[config.mk]
export PLATFORM = sky130hd
export DESIGN_NAME = pps_regs
export DESIGN_NICKNAME = d
export VERILOG_FILES = /design/src/common/pps_pkg.sv /design/src/design/pps_regs.sv
export SDC_FILE = /design/constraint.sdc
export NUM_CORES = 1
export LEC_CHECK = 0
export BUFFER_PORTS_ARGS = -buffer_cell sky130_fd_sc_hd__buf_4
export CORE_MARGIN = 2
export CORE_UTILIZATION = 37
export CTS_CLUSTER_DIAMETER = 120
export CTS_CLUSTER_SIZE = 12
export DETAILED_ROUTE_END_ITERATION = 10
export PLACE_DENSITY = 0.58
export REMOVE_ABC_BUFFERS = 1
export SLEW_MARGIN = 25
export SYNTH_ARGS = -nofsm -noshare
export SYNTH_HDL_FRONTEND = slang
export SYNTH_SLANG_ARGS = --single-unit
[constraint.sdc]
create_clock -name clk -period 3.49 [get_ports clk]
set_clock_uncertainty 0.1 [all_clocks]
set_input_delay 0.1745 -clock clk [delete_from_list [all_inputs] [get_ports clk]]
set_output_delay 0.1745 -clock clk [all_outputs]
set_load 0.05 [all_outputs]
[src/common/pps_pkg.sv]
// package for the per-port phy status, crossover and event register bank
// assumes a 16-bit register space with the port number in address bits 15:12
package pps_pkg;
    localparam int NUM_PORTS = 5;
    localparam int ADDR_W = 16;
    localparam int DATA_W = 16;
    localparam int EVT_W = 8;
    localparam int LVL_W = 7;

    // register offsets inside one port region (low twelve address bits)
    localparam logic [11:0] OFF_LINK_STATE = 12'h126;
    localparam logic [11:0] OFF_SYMERR_COUNT = 12'h12a;
    localparam logic [11:0] OFF_EVENT_EN_STS = 12'h136;
    localparam logic [11:0] OFF_XOVER_CTRL = 12'h138;
    localparam logic [11:0] OFF_MISC_CTRL_STS = 12'h13e;
    // first port region number; port n sits at nibble FIRST_PORT + n
    localparam logic [3:0] FIRST_PORT = 4'h1;

    // summary interrupt registers in region 0
    localparam logic [15:0] ADDR_IRQ_STATUS = 16'h0000;
    localparam logic [15:0] ADDR_IRQ_MASK = 16'h0004;

    // pcs_link_state fields
    localparam int LINK_100_BIT = 0;
    localparam int LINK_1000_BIT = 1;

    // event latch positions, enables sit EVT_EN_SHIFT above
    localparam int EVT_LINK_UP = 0;
    localparam int EVT_REMOTE_FAULT = 1;
    localparam int EVT_LINK_DOWN = 2;
    localparam int EVT_LP_ACK = 3;
    localparam int EVT_PD_FAULT = 4;
    localparam int EVT_PAGE_RX = 5;
    localparam int EVT_RX_ERROR = 6;
    localparam int EVT_JABBER = 7;
    localparam int EVT_EN_SHIFT = 8;

    // crossover_control fields
    localparam int XOVER_AUTO_OFF_BIT = 6;
    localparam int XOVER_FIXED_SEL_BIT = 7;

    // phy_misc_control_status fields
    localparam int MISC_JABBER_EN_BIT = 9;
    localparam int MISC_SPEED_1000_BIT = 6;
    localparam int MISC_SPEED_100_BIT = 5;
    localparam int MISC_SPEED_10_BIT = 4;
    localparam int MISC_DUPLEX_BIT = 3;
    localparam int MISC_MASTER_BIT = 2;
    localparam logic [15:0] MISC_RW_MASK = 16'hf380;

    // reset values
    localparam logic [15:0] RST_SYMERR = 16'h0000;
    localparam logic [7:0] RST_EVENTS = 8'h00;
    localparam logic [7:0] RST_EVENT_EN = 8'h00;
    localparam logic [15:0] RST_XOVER = 16'h0000;
    localparam logic [15:0] RST_MISC = 16'h0300;
    localparam logic [4:0] RST_IRQ_STATUS = 5'h00;
    localparam logic [4:0] RST_IRQ_MASK = 5'h00;
    localparam logic [15:0] SYMERR_MAX = 16'hffff;
endpackage

[src/design/pps_regs.sv]
// register bank for the five copper phy ports: link state, symbol error
// counter, event latches with enables, crossover control and resolved status
// assumes phy event pulses come from logic on clk; phy status levels may come
// from any domain and are resynchronised here
// register space: port n (1..5) sits in address nibble n, and two summary
// registers sit in region 0; a read answers one cycle later and never stalls
// event inputs are one-cycle pulses; a level held high sets its latch again
// on every cycle, so a read only sticks once the event source is quiet
// every output comes straight from a flop; decode and muxing stay in named
// wires so that each flop block holds a single register
// the summary status is sticky per port and set wins over a same-cycle clear,
// so a port still requesting cannot be cleared until its latches are read
// status levels lag their pins by two cycles through the resynchroniser
module pps_regs
    import pps_pkg::*;
(
    input wire logic clk,
    input wire logic rst_n,
    input wire logic ce,
    input wire logic [pps_pkg::ADDR_W-1:0] reg_addr,
    input wire logic [pps_pkg::DATA_W-1:0] reg_wdata,
    input wire logic reg_wr,
    input wire logic reg_rd,
    output logic [pps_pkg::DATA_W-1:0] reg_rdata,
    input wire logic [pps_pkg::NUM_PORTS-1:0] link_1000_up,
    input wire logic [pps_pkg::NUM_PORTS-1:0] link_100_up,
    input wire logic [pps_pkg::NUM_PORTS-1:0] speed_1000,
    input wire logic [pps_pkg::NUM_PORTS-1:0] speed_100,
    input wire logic [pps_pkg::NUM_PORTS-1:0] speed_10,
    input wire logic [pps_pkg::NUM_PORTS-1:0] duplex_full,
    input wire logic [pps_pkg::NUM_PORTS-1:0] role_master,
    input wire logic [pps_pkg::NUM_PORTS-1:0] jabber_evt,
    input wire logic [pps_pkg::NUM_PORTS-1:0] rx_error_evt,
    input wire logic [pps_pkg::NUM_PORTS-1:0] page_rx_evt,
    input wire logic [pps_pkg::NUM_PORTS-1:0] pd_fault_evt,
    input wire logic [pps_pkg::NUM_PORTS-1:0] lp_ack_evt,
    input wire logic [pps_pkg::NUM_PORTS-1:0] remote_fault_evt,
    input wire logic [pps_pkg::NUM_PORTS-1:0] symbol_error_frame,
    output logic [pps_pkg::NUM_PORTS-1:0] port_irq,
    output logic [pps_pkg::NUM_PORTS-1:0] jabber_count_en,
    output logic [pps_pkg::NUM_PORTS-1:0] xover_auto,
    output logic [pps_pkg::NUM_PORTS-1:0] xover_force_mdi,
    output logic [pps_pkg::NUM_PORTS-1:0] xover_force_mdix,
    output logic irq
);
    import pps_pkg::*;

    // per-port read views and requests gathered for the shared logic
    logic [DATA_W-1:0] port_rdata [NUM_PORTS];
    logic [NUM_PORTS-1:0] port_hit;
    logic [NUM_PORTS-1:0] port_irq_d;
    logic [NUM_PORTS-1:0] port_irq_q;

    // registered crossover and jabber outputs, one bit per port
    logic [NUM_PORTS-1:0] xover_auto_q;
    logic [NUM_PORTS-1:0] force_mdi_q;
    logic [NUM_PORTS-1:0] force_mdix_q;
    logic [NUM_PORTS-1:0] jabber_en_q;

    // summary interrupt state and the bus answer
    logic [4:0] irq_status_q;
    logic [4:0] irq_status_d;
    logic [4:0] irq_mask_q;
    logic [4:0] irq_mask_d;
    logic irq_q;
    logic irq_d;
    logic [DATA_W-1:0] rdata_q;
    logic [DATA_W-1:0] rdata_d;

    // summary register decode
    wire hit_irq_status = (reg_addr == ADDR_IRQ_STATUS);
    wire hit_irq_mask = (reg_addr == ADDR_IRQ_MASK);
    wire wr_irq_status = reg_wr && hit_irq_status;
    wire wr_irq_mask = reg_wr && hit_irq_mask;

    genvar p;
    generate
        for (p = 0; p < NUM_PORTS; p++) begin : g_port
            // port p answers in address nibble FIRST_PORT + p
            localparam logic [3:0] PORT_NIB = FIRST_PORT + 4'(p);

            logic [LVL_W-1:0] lvl_meta_q;
            logic [LVL_W-1:0] lvl_q;
            logic link_any_q;
            logic [EVT_W-1:0] evt_q;
            logic [EVT_W-1:0] evt_d;
            logic [EVT_W-1:0] en_q;
            logic [EVT_W-1:0] en_d;
            logic [DATA_W-1:0] cnt_q;
            logic [DATA_W-1:0] cnt_d;
            logic [DATA_W-1:0] xover_q;
            logic [DATA_W-1:0] xover_d;
            logic [DATA_W-1:0] misc_q;
            logic [DATA_W-1:0] misc_d;

            // region decode: each port answers only in its own nibble
            wire in_region = (reg_addr[15:12] == PORT_NIB);
            wire hit_link = in_region && (reg_addr[11:0] == OFF_LINK_STATE);
            wire hit_cnt = in_region && (reg_addr[11:0] == OFF_SYMERR_COUNT);
            wire hit_evt = in_region && (reg_addr[11:0] == OFF_EVENT_EN_STS);
            wire hit_xover = in_region && (reg_addr[11:0] == OFF_XOVER_CTRL);
            wire hit_misc = in_region && (reg_addr[11:0] == OFF_MISC_CTRL_STS);
            wire rd_cnt = reg_rd && hit_cnt;
            wire rd_evt = reg_rd && hit_evt;

            // write strobes per stored register
            wire wr_evt = reg_wr && hit_evt;
            wire wr_xover = reg_wr && hit_xover;
            wire wr_misc = reg_wr && hit_misc;

            // raw status levels, resynchronised below
            wire [LVL_W-1:0] lvl_raw = {link_1000_up[p], link_100_up[p], speed_1000[p], speed_100[p],
                                        speed_10[p], duplex_full[p], role_master[p]};
            wire s_link_1000 = lvl_q[6];
            wire s_link_100 = lvl_q[5];
            wire link_any = s_link_1000 || s_link_100;
            wire link_up_evt = link_any && !link_any_q;
            wire link_down_evt = !link_any && link_any_q;

            // jabber events only count while the jabber counter is enabled
            wire [EVT_W-1:0] evt_in;
            assign evt_in[EVT_JABBER] = jabber_evt[p] && misc_q[MISC_JABBER_EN_BIT];
            assign evt_in[EVT_RX_ERROR] = rx_error_evt[p];
            assign evt_in[EVT_PAGE_RX] = page_rx_evt[p];
            assign evt_in[EVT_PD_FAULT] = pd_fault_evt[p];
            assign evt_in[EVT_LP_ACK] = lp_ack_evt[p];
            assign evt_in[EVT_LINK_DOWN] = link_down_evt;
            assign evt_in[EVT_REMOTE_FAULT] = remote_fault_evt[p];
            assign evt_in[EVT_LINK_UP] = link_up_evt;

            // read clears, but a new event in the same cycle still lands
            assign evt_d = (rd_evt ? RST_EVENTS : evt_q) | evt_in;
            assign en_d = wr_evt ? reg_wdata[15:8] : en_q;

            // counter saturates rather than wrapping to a misleading small value
            wire cnt_at_max = (cnt_q == SYMERR_MAX);
            wire cnt_inc = symbol_error_frame[p] && (rd_cnt || !cnt_at_max);
            wire [DATA_W-1:0] cnt_base = rd_cnt ? RST_SYMERR : cnt_q;
            assign cnt_d = cnt_base + DATA_W'(cnt_inc);

            assign xover_d = wr_xover ? reg_wdata : xover_q;
            assign misc_d = wr_misc ? (reg_wdata & MISC_RW_MASK) : misc_q;

            // live read-only status bits merged with stored control bits
            wire [DATA_W-1:0] misc_view;
            assign misc_view[15:7] = misc_q[15:7];
            assign misc_view[MISC_SPEED_1000_BIT] = lvl_q[4];
            assign misc_view[MISC_SPEED_100_BIT] = lvl_q[3];
            assign misc_view[MISC_SPEED_10_BIT] = lvl_q[2];
            assign misc_view[MISC_DUPLEX_BIT] = lvl_q[1];
            assign misc_view[MISC_MASTER_BIT] = lvl_q[0];
            assign misc_view[1:0] = 2'h0;

            // link state view: reserved bits read zero, nothing is latched
            wire [DATA_W-1:0] link_view;
            assign link_view[15:2] = 14'h0000;
            assign link_view[LINK_1000_BIT] = s_link_1000;
            assign link_view[LINK_100_BIT] = s_link_100;

            // read data selection for this port
            assign port_hit[p] = hit_link || hit_cnt || hit_evt || hit_xover || hit_misc;
            assign port_rdata[p] = hit_link ? link_view :
                                   hit_cnt ? cnt_q :
                                   hit_evt ? {en_q, evt_q} :
                                   hit_xover ? xover_q :
                                   hit_misc ? misc_view : 16'h0000;
            assign port_irq_d[p] = |(evt_d & en_d);

            // first resynchroniser stage; only the second stage reads it
            always_ff @(posedge clk or negedge rst_n) begin
                if (!rst_n) begin
                    lvl_meta_q <= '0;
                end else if (ce) begin
                    lvl_meta_q <= lvl_raw;
                end
            end

            // second stage, the only copy that views and edge detect use
            always_ff @(posedge clk or negedge rst_n) begin
                if (!rst_n) begin
                    lvl_q <= '0;
                end else if (ce) begin
                    lvl_q <= lvl_meta_q;
                end
            end

            // delayed link level; resets low like a down link, so no false up event
            always_ff @(posedge clk or negedge rst_n) begin
                if (!rst_n) begin
                    link_any_q <= 1'h0;
                end else if (ce) begin
                    link_any_q <= link_any;
                end
            end

            // event latches; read clear and new events merge in evt_d
            always_ff @(posedge clk or negedge rst_n) begin
                if (!rst_n) begin
                    evt_q <= RST_EVENTS;
                end else if (ce) begin
                    evt_q <= evt_d;
                end
            end

            // interrupt enables
            always_ff @(posedge clk or negedge rst_n) begin
                if (!rst_n) begin
                    en_q <= RST_EVENT_EN;
                end else if (ce) begin
                    en_q <= en_d;
                end
            end

            // symbol error frame counter
            always_ff @(posedge clk or negedge rst_n) begin
                if (!rst_n) begin
                    cnt_q <= RST_SYMERR;
                end else if (ce) begin
                    cnt_q <= cnt_d;
                end
            end

            // stored crossover register, every bit reads back as written
            always_ff @(posedge clk or negedge rst_n) begin
                if (!rst_n) begin
                    xover_q <= RST_XOVER;
                end else if (ce) begin
                    xover_q <= xover_d;
                end
            end

            // stored control bits; read-only positions stay zero here
            always_ff @(posedge clk or negedge rst_n) begin
                if (!rst_n) begin
                    misc_q <= RST_MISC;
                end else if (ce) begin
                    misc_q <= misc_d;
                end
            end

            // automatic crossover runs unless the auto-off bit is set
            always_ff @(posedge clk or negedge rst_n) begin
                if (!rst_n) begin
                    xover_auto_q[p] <= !RST_XOVER[XOVER_AUTO_OFF_BIT];
                end else if (ce) begin
                    xover_auto_q[p] <= !xover_d[XOVER_AUTO_OFF_BIT];
                end
            end

            // straight wiring only with auto off, so the select bit is dead otherwise
            always_ff @(posedge clk or negedge rst_n) begin
                if (!rst_n) begin
                    force_mdi_q[p] <= RST_XOVER[XOVER_AUTO_OFF_BIT] && RST_XOVER[XOVER_FIXED_SEL_BIT];
                end else if (ce) begin
                    force_mdi_q[p] <= xover_d[XOVER_AUTO_OFF_BIT] && xover_d[XOVER_FIXED_SEL_BIT];
                end
            end

            // crossed wiring only with auto off
            always_ff @(posedge clk or negedge rst_n) begin
                if (!rst_n) begin
                    force_mdix_q[p] <= RST_XOVER[XOVER_AUTO_OFF_BIT] && !RST_XOVER[XOVER_FIXED_SEL_BIT];
                end else if (ce) begin
                    force_mdix_q[p] <= xover_d[XOVER_AUTO_OFF_BIT] && !xover_d[XOVER_FIXED_SEL_BIT];
                end
            end

            // jabber counter enable, a flop copy of its control bit
            always_ff @(posedge clk or negedge rst_n) begin
                if (!rst_n) begin
                    jabber_en_q[p] <= RST_MISC[MISC_JABBER_EN_BIT];
                end else if (ce) begin
                    jabber_en_q[p] <= misc_d[MISC_JABBER_EN_BIT];
                end
            end

            // port request moves in the same edge as its latches and enables
            always_ff @(posedge clk or negedge rst_n) begin
                if (!rst_n) begin
                    port_irq_q[p] <= 1'h0;
                end else if (ce) begin
                    port_irq_q[p] <= port_irq_d[p];
                end
            end
        end
    endgenerate

    // summary status: a port raising its request sets a sticky bit, write one clears
    // the set term is applied after the clear so a same-cycle request is kept
    wire [4:0] status_clr = wr_irq_status ? reg_wdata[4:0] : 5'h00;
    assign irq_status_d = (irq_status_q & ~status_clr) | port_irq_d;

    // next mask and summary interrupt, so irq moves in the same edge as both
    assign irq_mask_d = wr_irq_mask ? reg_wdata[4:0] : irq_mask_q;
    assign irq_d = |(irq_status_d & irq_mask_d);

    // read mux; port hits are exclusive so an or-reduction is enough
    always_comb begin
        rdata_d = 16'h0000;
        for (int i = 0; i < NUM_PORTS; i++) begin
            rdata_d = rdata_d | (port_hit[i] ? port_rdata[i] : 16'h0000);
        end
        if (hit_irq_status) begin
            rdata_d = {11'h000, irq_status_q};
        end else if (hit_irq_mask) begin
            rdata_d = {11'h000, irq_mask_q};
        end
    end

    // bus answer: only a taken read moves it, so it stands until the next read
    always_ff @(posedge clk or negedge rst_n) begin
        if (!rst_n) begin
            rdata_q <= 16'h0000;
        end else if (ce && reg_rd) begin
            rdata_q <= rdata_d;
        end
    end

    // summary status, sticky per port
    always_ff @(posedge clk or negedge rst_n) begin
        if (!rst_n) begin
            irq_status_q <= RST_IRQ_STATUS;
        end else if (ce) begin
            irq_status_q <= irq_status_d;
        end
    end

    // summary mask
    always_ff @(posedge clk or negedge rst_n) begin
        if (!rst_n) begin
            irq_mask_q <= RST_IRQ_MASK;
        end else if (ce) begin
            irq_mask_q <= irq_mask_d;
        end
    end

    // summary interrupt level
    always_ff @(posedge clk or negedge rst_n) begin
        if (!rst_n) begin
            irq_q <= 1'h0;
        end else if (ce) begin
            irq_q <= irq_d;
        end
    end

    // outputs taken straight from flops
    assign reg_rdata = rdata_q;
    assign port_irq = port_irq_q;
    assign jabber_count_en = jabber_en_q;
    assign xover_auto = xover_auto_q;
    assign xover_force_mdi = force_mdi_q;
    assign xover_force_mdix = force_mdix_q;
    assign irq = irq_q;
endmodule

After elaboration in Yosys (flattened, before gate mapping)

Index checks and enable logic that the tools add are counted.

Add/subtract/negate cells: 5
Equality and inequality tests: 16
Mux-type cells: 58
Bitwise logic cells: 18
Reductions and logical operators: 155

Operator list:

| cell                 | number |
|---|---|
| $mux 16              | 37 |
| $mux 8               | 15 |
| $logic_and 1x1->1    | 83 |
| $add 16x1->16        | 5 |
| $eq 16x16->1 const B | 5 |
| $or 16x16->16        | 4 |
| $eq 12x9->1 const B  | 5 |
| $and 8x8->8          | 5 |
| $mux 10              | 4 |
| $or 8x8->8           | 5 |
| $reduce_or 8->1      | 5 |
| $logic_or 1x1->1     | 30 |
| $logic_not 1->1      | 25 |
| $reduce_and 2->1     | 10 |
| $eq 16x3->1 const B  | 1 |
| $logic_not 16->1     | 1 |
| $and 5x5->5          | 2 |
| $mux 5               | 2 |
| $eq 4x2->1 const B   | 2 |
| $eq 4x3->1 const B   | 2 |
| $not 5->5            | 1 |
| $or 5x5->5           | 1 |
| $reduce_or 5->1      | 1 |
| $eq 4x1->1 const B   | 1 |

Flip-flop bits (word level): 397
Output and inout port bits: 42
Word-level logic and storage cells: 326

Longest topological paths before layout

Depth in word-level cells: 14
Gate-level depth with buffers: 16
Depth with buffers taken out: 14

Least setup slack after synthesis

Ideal clock, no wire load.

Path type: input port to flip-flop
Start: input port reg_addr[9] (netlist bit)
End: register g_port[3].cnt_q[15]
Setup time: 0.124 ns
Arrival time: 3.090 ns
Required time: 3.266 ns
Setup slack: 0.176 ns
Stages on the path: 14
Buffers on the path: 0
Cells stage by stage: nor4b_4 nand4_1 nor2_1 nand2_1 and3_1 and3_1 nand3_1 o31a_1 ha_1 and3_1 nand2_1 nor3_1 nand4_1 xor2_1

Longest elaborated chain between the ends: 6

Ends and longest elaborated chain:

| item                 | line            | RTL |
|---|---|---|
| start, declared      | pps_regs.sv:20  | `input wire logic [pps_pkg::ADDR_W-1:0] reg_addr,` |
| $eq 12x9->1 *        | pps_regs.sv:99  | `wire hit_cnt = in_region && (reg_addr[11:0] == OFF_SYMERR_COUNT);` |
| $logic_and 1x1->1 *  | pps_regs.sv:99  |  |
| $logic_and 1x1->1 *  | pps_regs.sv:103 | `wire rd_cnt = reg_rd && hit_cnt;` |
| $logic_or 1x1->1     | pps_regs.sv:137 | `wire cnt_inc = symbol_error_frame[p] && (rd_cnt \|\| !cnt_at_max);` |
| $logic_and 1x1->1    | pps_regs.sv:137 |  |
| $add 16x1->16 *      | pps_regs.sv:139 | `assign cnt_d = cnt_base + DATA_W'(cnt_inc);` |
| end signal, assigned | pps_regs.sv:219 | `cnt_q <= cnt_d;` |
| end, declared        | pps_regs.sv:89  | `logic [DATA_W-1:0] cnt_q;` |

Mark *: on every way between the ends. The rest lies on a longest branch, timed or not.
A chain may end at the register's enable or synchronous reset.

Worst setup path after layout

Start: input port reg_rd
End: register g_port[4].cnt_q[14]

Longest elaborated chain between the ends: 4

Ends and longest elaborated chain:

| item                 | line            | RTL |
|---|---|---|
| start, declared      | pps_regs.sv:23  | `input wire logic reg_rd,` |
| $logic_and 1x1->1 *  | pps_regs.sv:103 |  |
| $logic_or 1x1->1     | pps_regs.sv:137 |  |
| $logic_and 1x1->1    | pps_regs.sv:137 |  |
| $add 16x1->16 *      | pps_regs.sv:139 |  |
| end signal, assigned | pps_regs.sv:219 |  |
| end, declared        | pps_regs.sv:89  |  |

Marked as above.

==> summary.txt <==
H-tree Lvls -> 2
Mapped Avg Cell Area -> 11.1 µm²
Synth Warn # -> 0
CP required -> 3.88 ns
largest net degree at the start of global routing -> 104
R2R Path End -> g_port[4].cnt_q[14]
Crit-path slowest cell -> nor3b_1
Tot Pwr -> 10.7 mW
status -> finished, final reports clean
area grow syn2layout -> 21.9%
RD Place Congestion -> 0.950
RSZ-0062 raised after global routing -> false
first-pass GRT wire length -> 104 mm
GR Overflow Total -> 0
Final Instance Count excl. Fillers -> 2670
worst r2r path cells -> 11
gr usage total -> 25.9%
TritonCTS buffer count -> 39
# clock sinks -> 397
Syn Inst Count -> 1728
DIE AREA -> 53800 µm²
CP endpoint -> g_port[4].cnt_q[14]
FP Rows -> 83
Ant. Diodes -> 0
CTS tree -> built
drt drc -> 0
DR iter-0 viols -> 1452
max cap viols -> 0
max incr delay on CP -> 0.58 ns
placed insts -> 2538
fill count -> 4813
maximum vdd drop -> 0.000302 V
crit path from -> reg_rd
Post-CTS Setup Inserts -> 0
critical-path maximum fanout -> 12
final hold violations -> 0
core footprint -> 51300 µm²
Distinct cells, synth -> 62
P_leak -> 10.4 nW
CTS root buf -> clkbuf_16
delay-heaviest family, CP -> buffers and inverters
nets -> 2097
Initial DRT Pass Iterations -> 8
vias in the first global route -> 15948
final setup fails -> 0
Slew Viols, Final -> 0
share of cells above drive strength 1 -> 27.2%
crit path launch type -> input port
share of flip-flops with an asynchronous set or reset -> 100%
Most used DFF post-synth -> dfrtp_1
drt wl/cell -> 26.0 µm
Levels on crit path -> 12
Max Fclk -> 0.324 GHz
synthesized area -> 19200 µm²
Min Clock Period, post-route -> 3.09 ns
I/O pin count -> 149
relative slew slack -> 36.8%
Seq/Total Area, Yosys -> 51.8%
arrival time worst endpoint -> 3.48 ns
clk slew on worst S/H paths -> 0.06 ns
CTS Buffer Depth -> 3
chip width -> 232 µm
power per cell area -> 457 nW/µm²
HP Class -> input port to flip-flop
Post-synth EDFFs -> 0
CP Capture Type -> flip-flop
WS Path Type -> input port to flip-flop
actual slew at the worst max-slew pin -> 0.948 ns
Avg Vias per Cell -> 5.99
number of synthesized register bits -> 397
initial antenna violation count -> 0
Initial Util -> 37.5%
later-pin clock latency in the skew report -> 0.58 ns
flop-to-flop setup slack -> 0.42 ns
Critical Path, Cell by Cell -> dlygate4sd3_1, buf_4, inv_1, nor2_1, nor3b_1, a21boi_0, ha_1, ha_1, nand4_1, nor2_1, nand3_1, xor2_1
final wirelength -> 69.4 mm
Routed Antenna Nets -> 0
Die H -> 232 µm
post-DP HPWL -> 50.5 mm
r2r startpoint -> g_port[4].cnt_q[4]
Final Cycle Share -> 88.6%
port bufs -> 148
WP buf/inv -> 3
Via Count -> 15994
[state kept, by name (all words and copies together) (netlist names), 16 cells and up]
name	flops
g_port.lvl_meta_q	35
g_port.cnt_q	80
reg_rdata	16
g_port.lvl_q	35
g_port.xover_q	80
g_port.evt_q	40
g_port.misc_q	30
g_port.en_q	40
[power breakdown]
group | total (mW) | switching (mW) | internal, mW | leakage, nW
combinational | 1.41 | 0.799 | 0.606 | 4.91
clock | 3.89 | 1.82 | 2.07 | 0.520
sequential | 5.41 | 0.451 | 4.96 | 5.02
[layout by cell type, fill, tap and decap left out, drive strengths merged, types with 14 or more instances in the layout]
master,instances
xnor2,14
mux2i,37
xor2,42
nand3,60
a22o,31
nor2,84
o21ai,58
o22ai,14
buf,237
nand2,176
nor3,22
inv,25
clkbuf,48
a21oi,61
dfstp,15
dfrtp,382
a222oi,15
a221oi,20
dlygate4sd3,81
mux2,236
a22oi,103
and3,24
nand4,50
[layout make-up]
| cell class | instances | area [µm²] | share of cell area, % |
|---|---|---|---|
| Sequential cell | 397 | 9950 | 42.5 |
| Clock inverter | 3 | 36.3 | 0.155 |
| Tap cell | 680 | 851 | 3.63 |
| Clock buffer | 48 | 1030 | 4.40 |
| Multi-Input combinational cell | 1200 | 8770 | 37.4 |
| Inverter | 24 | 90.1 | 0.384 |
| Timing Repair Buffer | 318 | 2710 | 11.6 |
[worst register-to-register path, delay by kind of cell (launching register included)]
kind	cells	cell delay (ns)
simple gates	7	1.51
compound gates	1	0.24
flops	1	0.49
fa+ha+maj	2	0.49
xor+xnor	1	0.16
[routing by layer]
metal	global-route usage (%)	wire length (µm)	part of all wire (%)	vias to the layer above
met1	35.4	29200	42	8185
met4	10.7	2900	4.2	0
met5	0	0	0	-
li1	-	-	-	6953
met3	4.56	5510	7.9	143
met2	40.8	31800	46	713
[kinds of logic (layout without fill, tap and decap cells)]
kind of cell / after synthesis / count (layout) / synth area share [%]
XOR/XNOR: 56 / 56 / 2.55
buffers and inverters: 131 / 393 / 2.71
flip-flops: 397 / 397 / 51.8
AND/OR/NAND/NOR: 477 / 477 / 12.3
adder cells (fa/ha/maj): 10 / 10 / 0.651
multiplexers: 273 / 273 / 15.7
AO/OA/AOI/OAI: 384 / 384 / 14.3
[metrics by stage]
step	util [%]	cell area, µm²	hold slack, ns	TNS (ns)	setup slack, ns
2_1_floorplan	-	18800	-0.221	-2.48	-0.408
3_3_place_gp	42.0	21600	0.200	0	0.0179
3_5_place_dp	42.0	21600	0.200	-0.151	-0.0718
4_1_cts	45.7	23400	0.000391	0	0.458
5_1_grt	45.7	23400	0.00709	0	0.249
6_report	45.7	23400	0.00112	0	0.399
[Yosys cell counts (22+ instances only)]
master      n  area share, %
dfrtp_1   382             50
mux2_2    236             14
nand2_1   176            3.4
a22oi_1   103            4.0
nor2_1     84            1.6
clkbuf_1   81            1.6
a21oi_1    61            1.6
nand3_1    56            1.5
o21ai_0    55            1.4
nand4_1    50            1.6
xor2_1     42            1.9
mux2i_1    37            1.9
a22o_1     31            1.4
and3_1     24           0.78
inv_1      23           0.45
nor3_1     22           0.57
[worst min-delay path by stage]
stage | slack [ns] | depth (start not counted) | start | end
final | 0.001 | 4 | symbol_error_frame[0] | g_port[0].cnt_q[0]
after global routing | 0.007 | 2 | reg_wdata[8] | g_port[3].en_q[0]
after CTS | 0.0004 | 2 | reg_wdata[14] | g_port[1].en_q[6]
after detailed placement | 0.20 | 1 | rst_n | g_port[4].lvl_meta_q[2]
after global placement | 0.20 | 1 | rst_n | g_port[4].lvl_meta_q[1]
after floorplan | -0.22 | 0 | rst_n | g_port[0].cnt_q[0]
[what timing repair did]
action | in CTS | in global routing
resized for setup | 0 | 0
endpoints found under the hold margin | 263 | 0
hold buffers | 81 | 0
(Power assumes the default switching activity.)
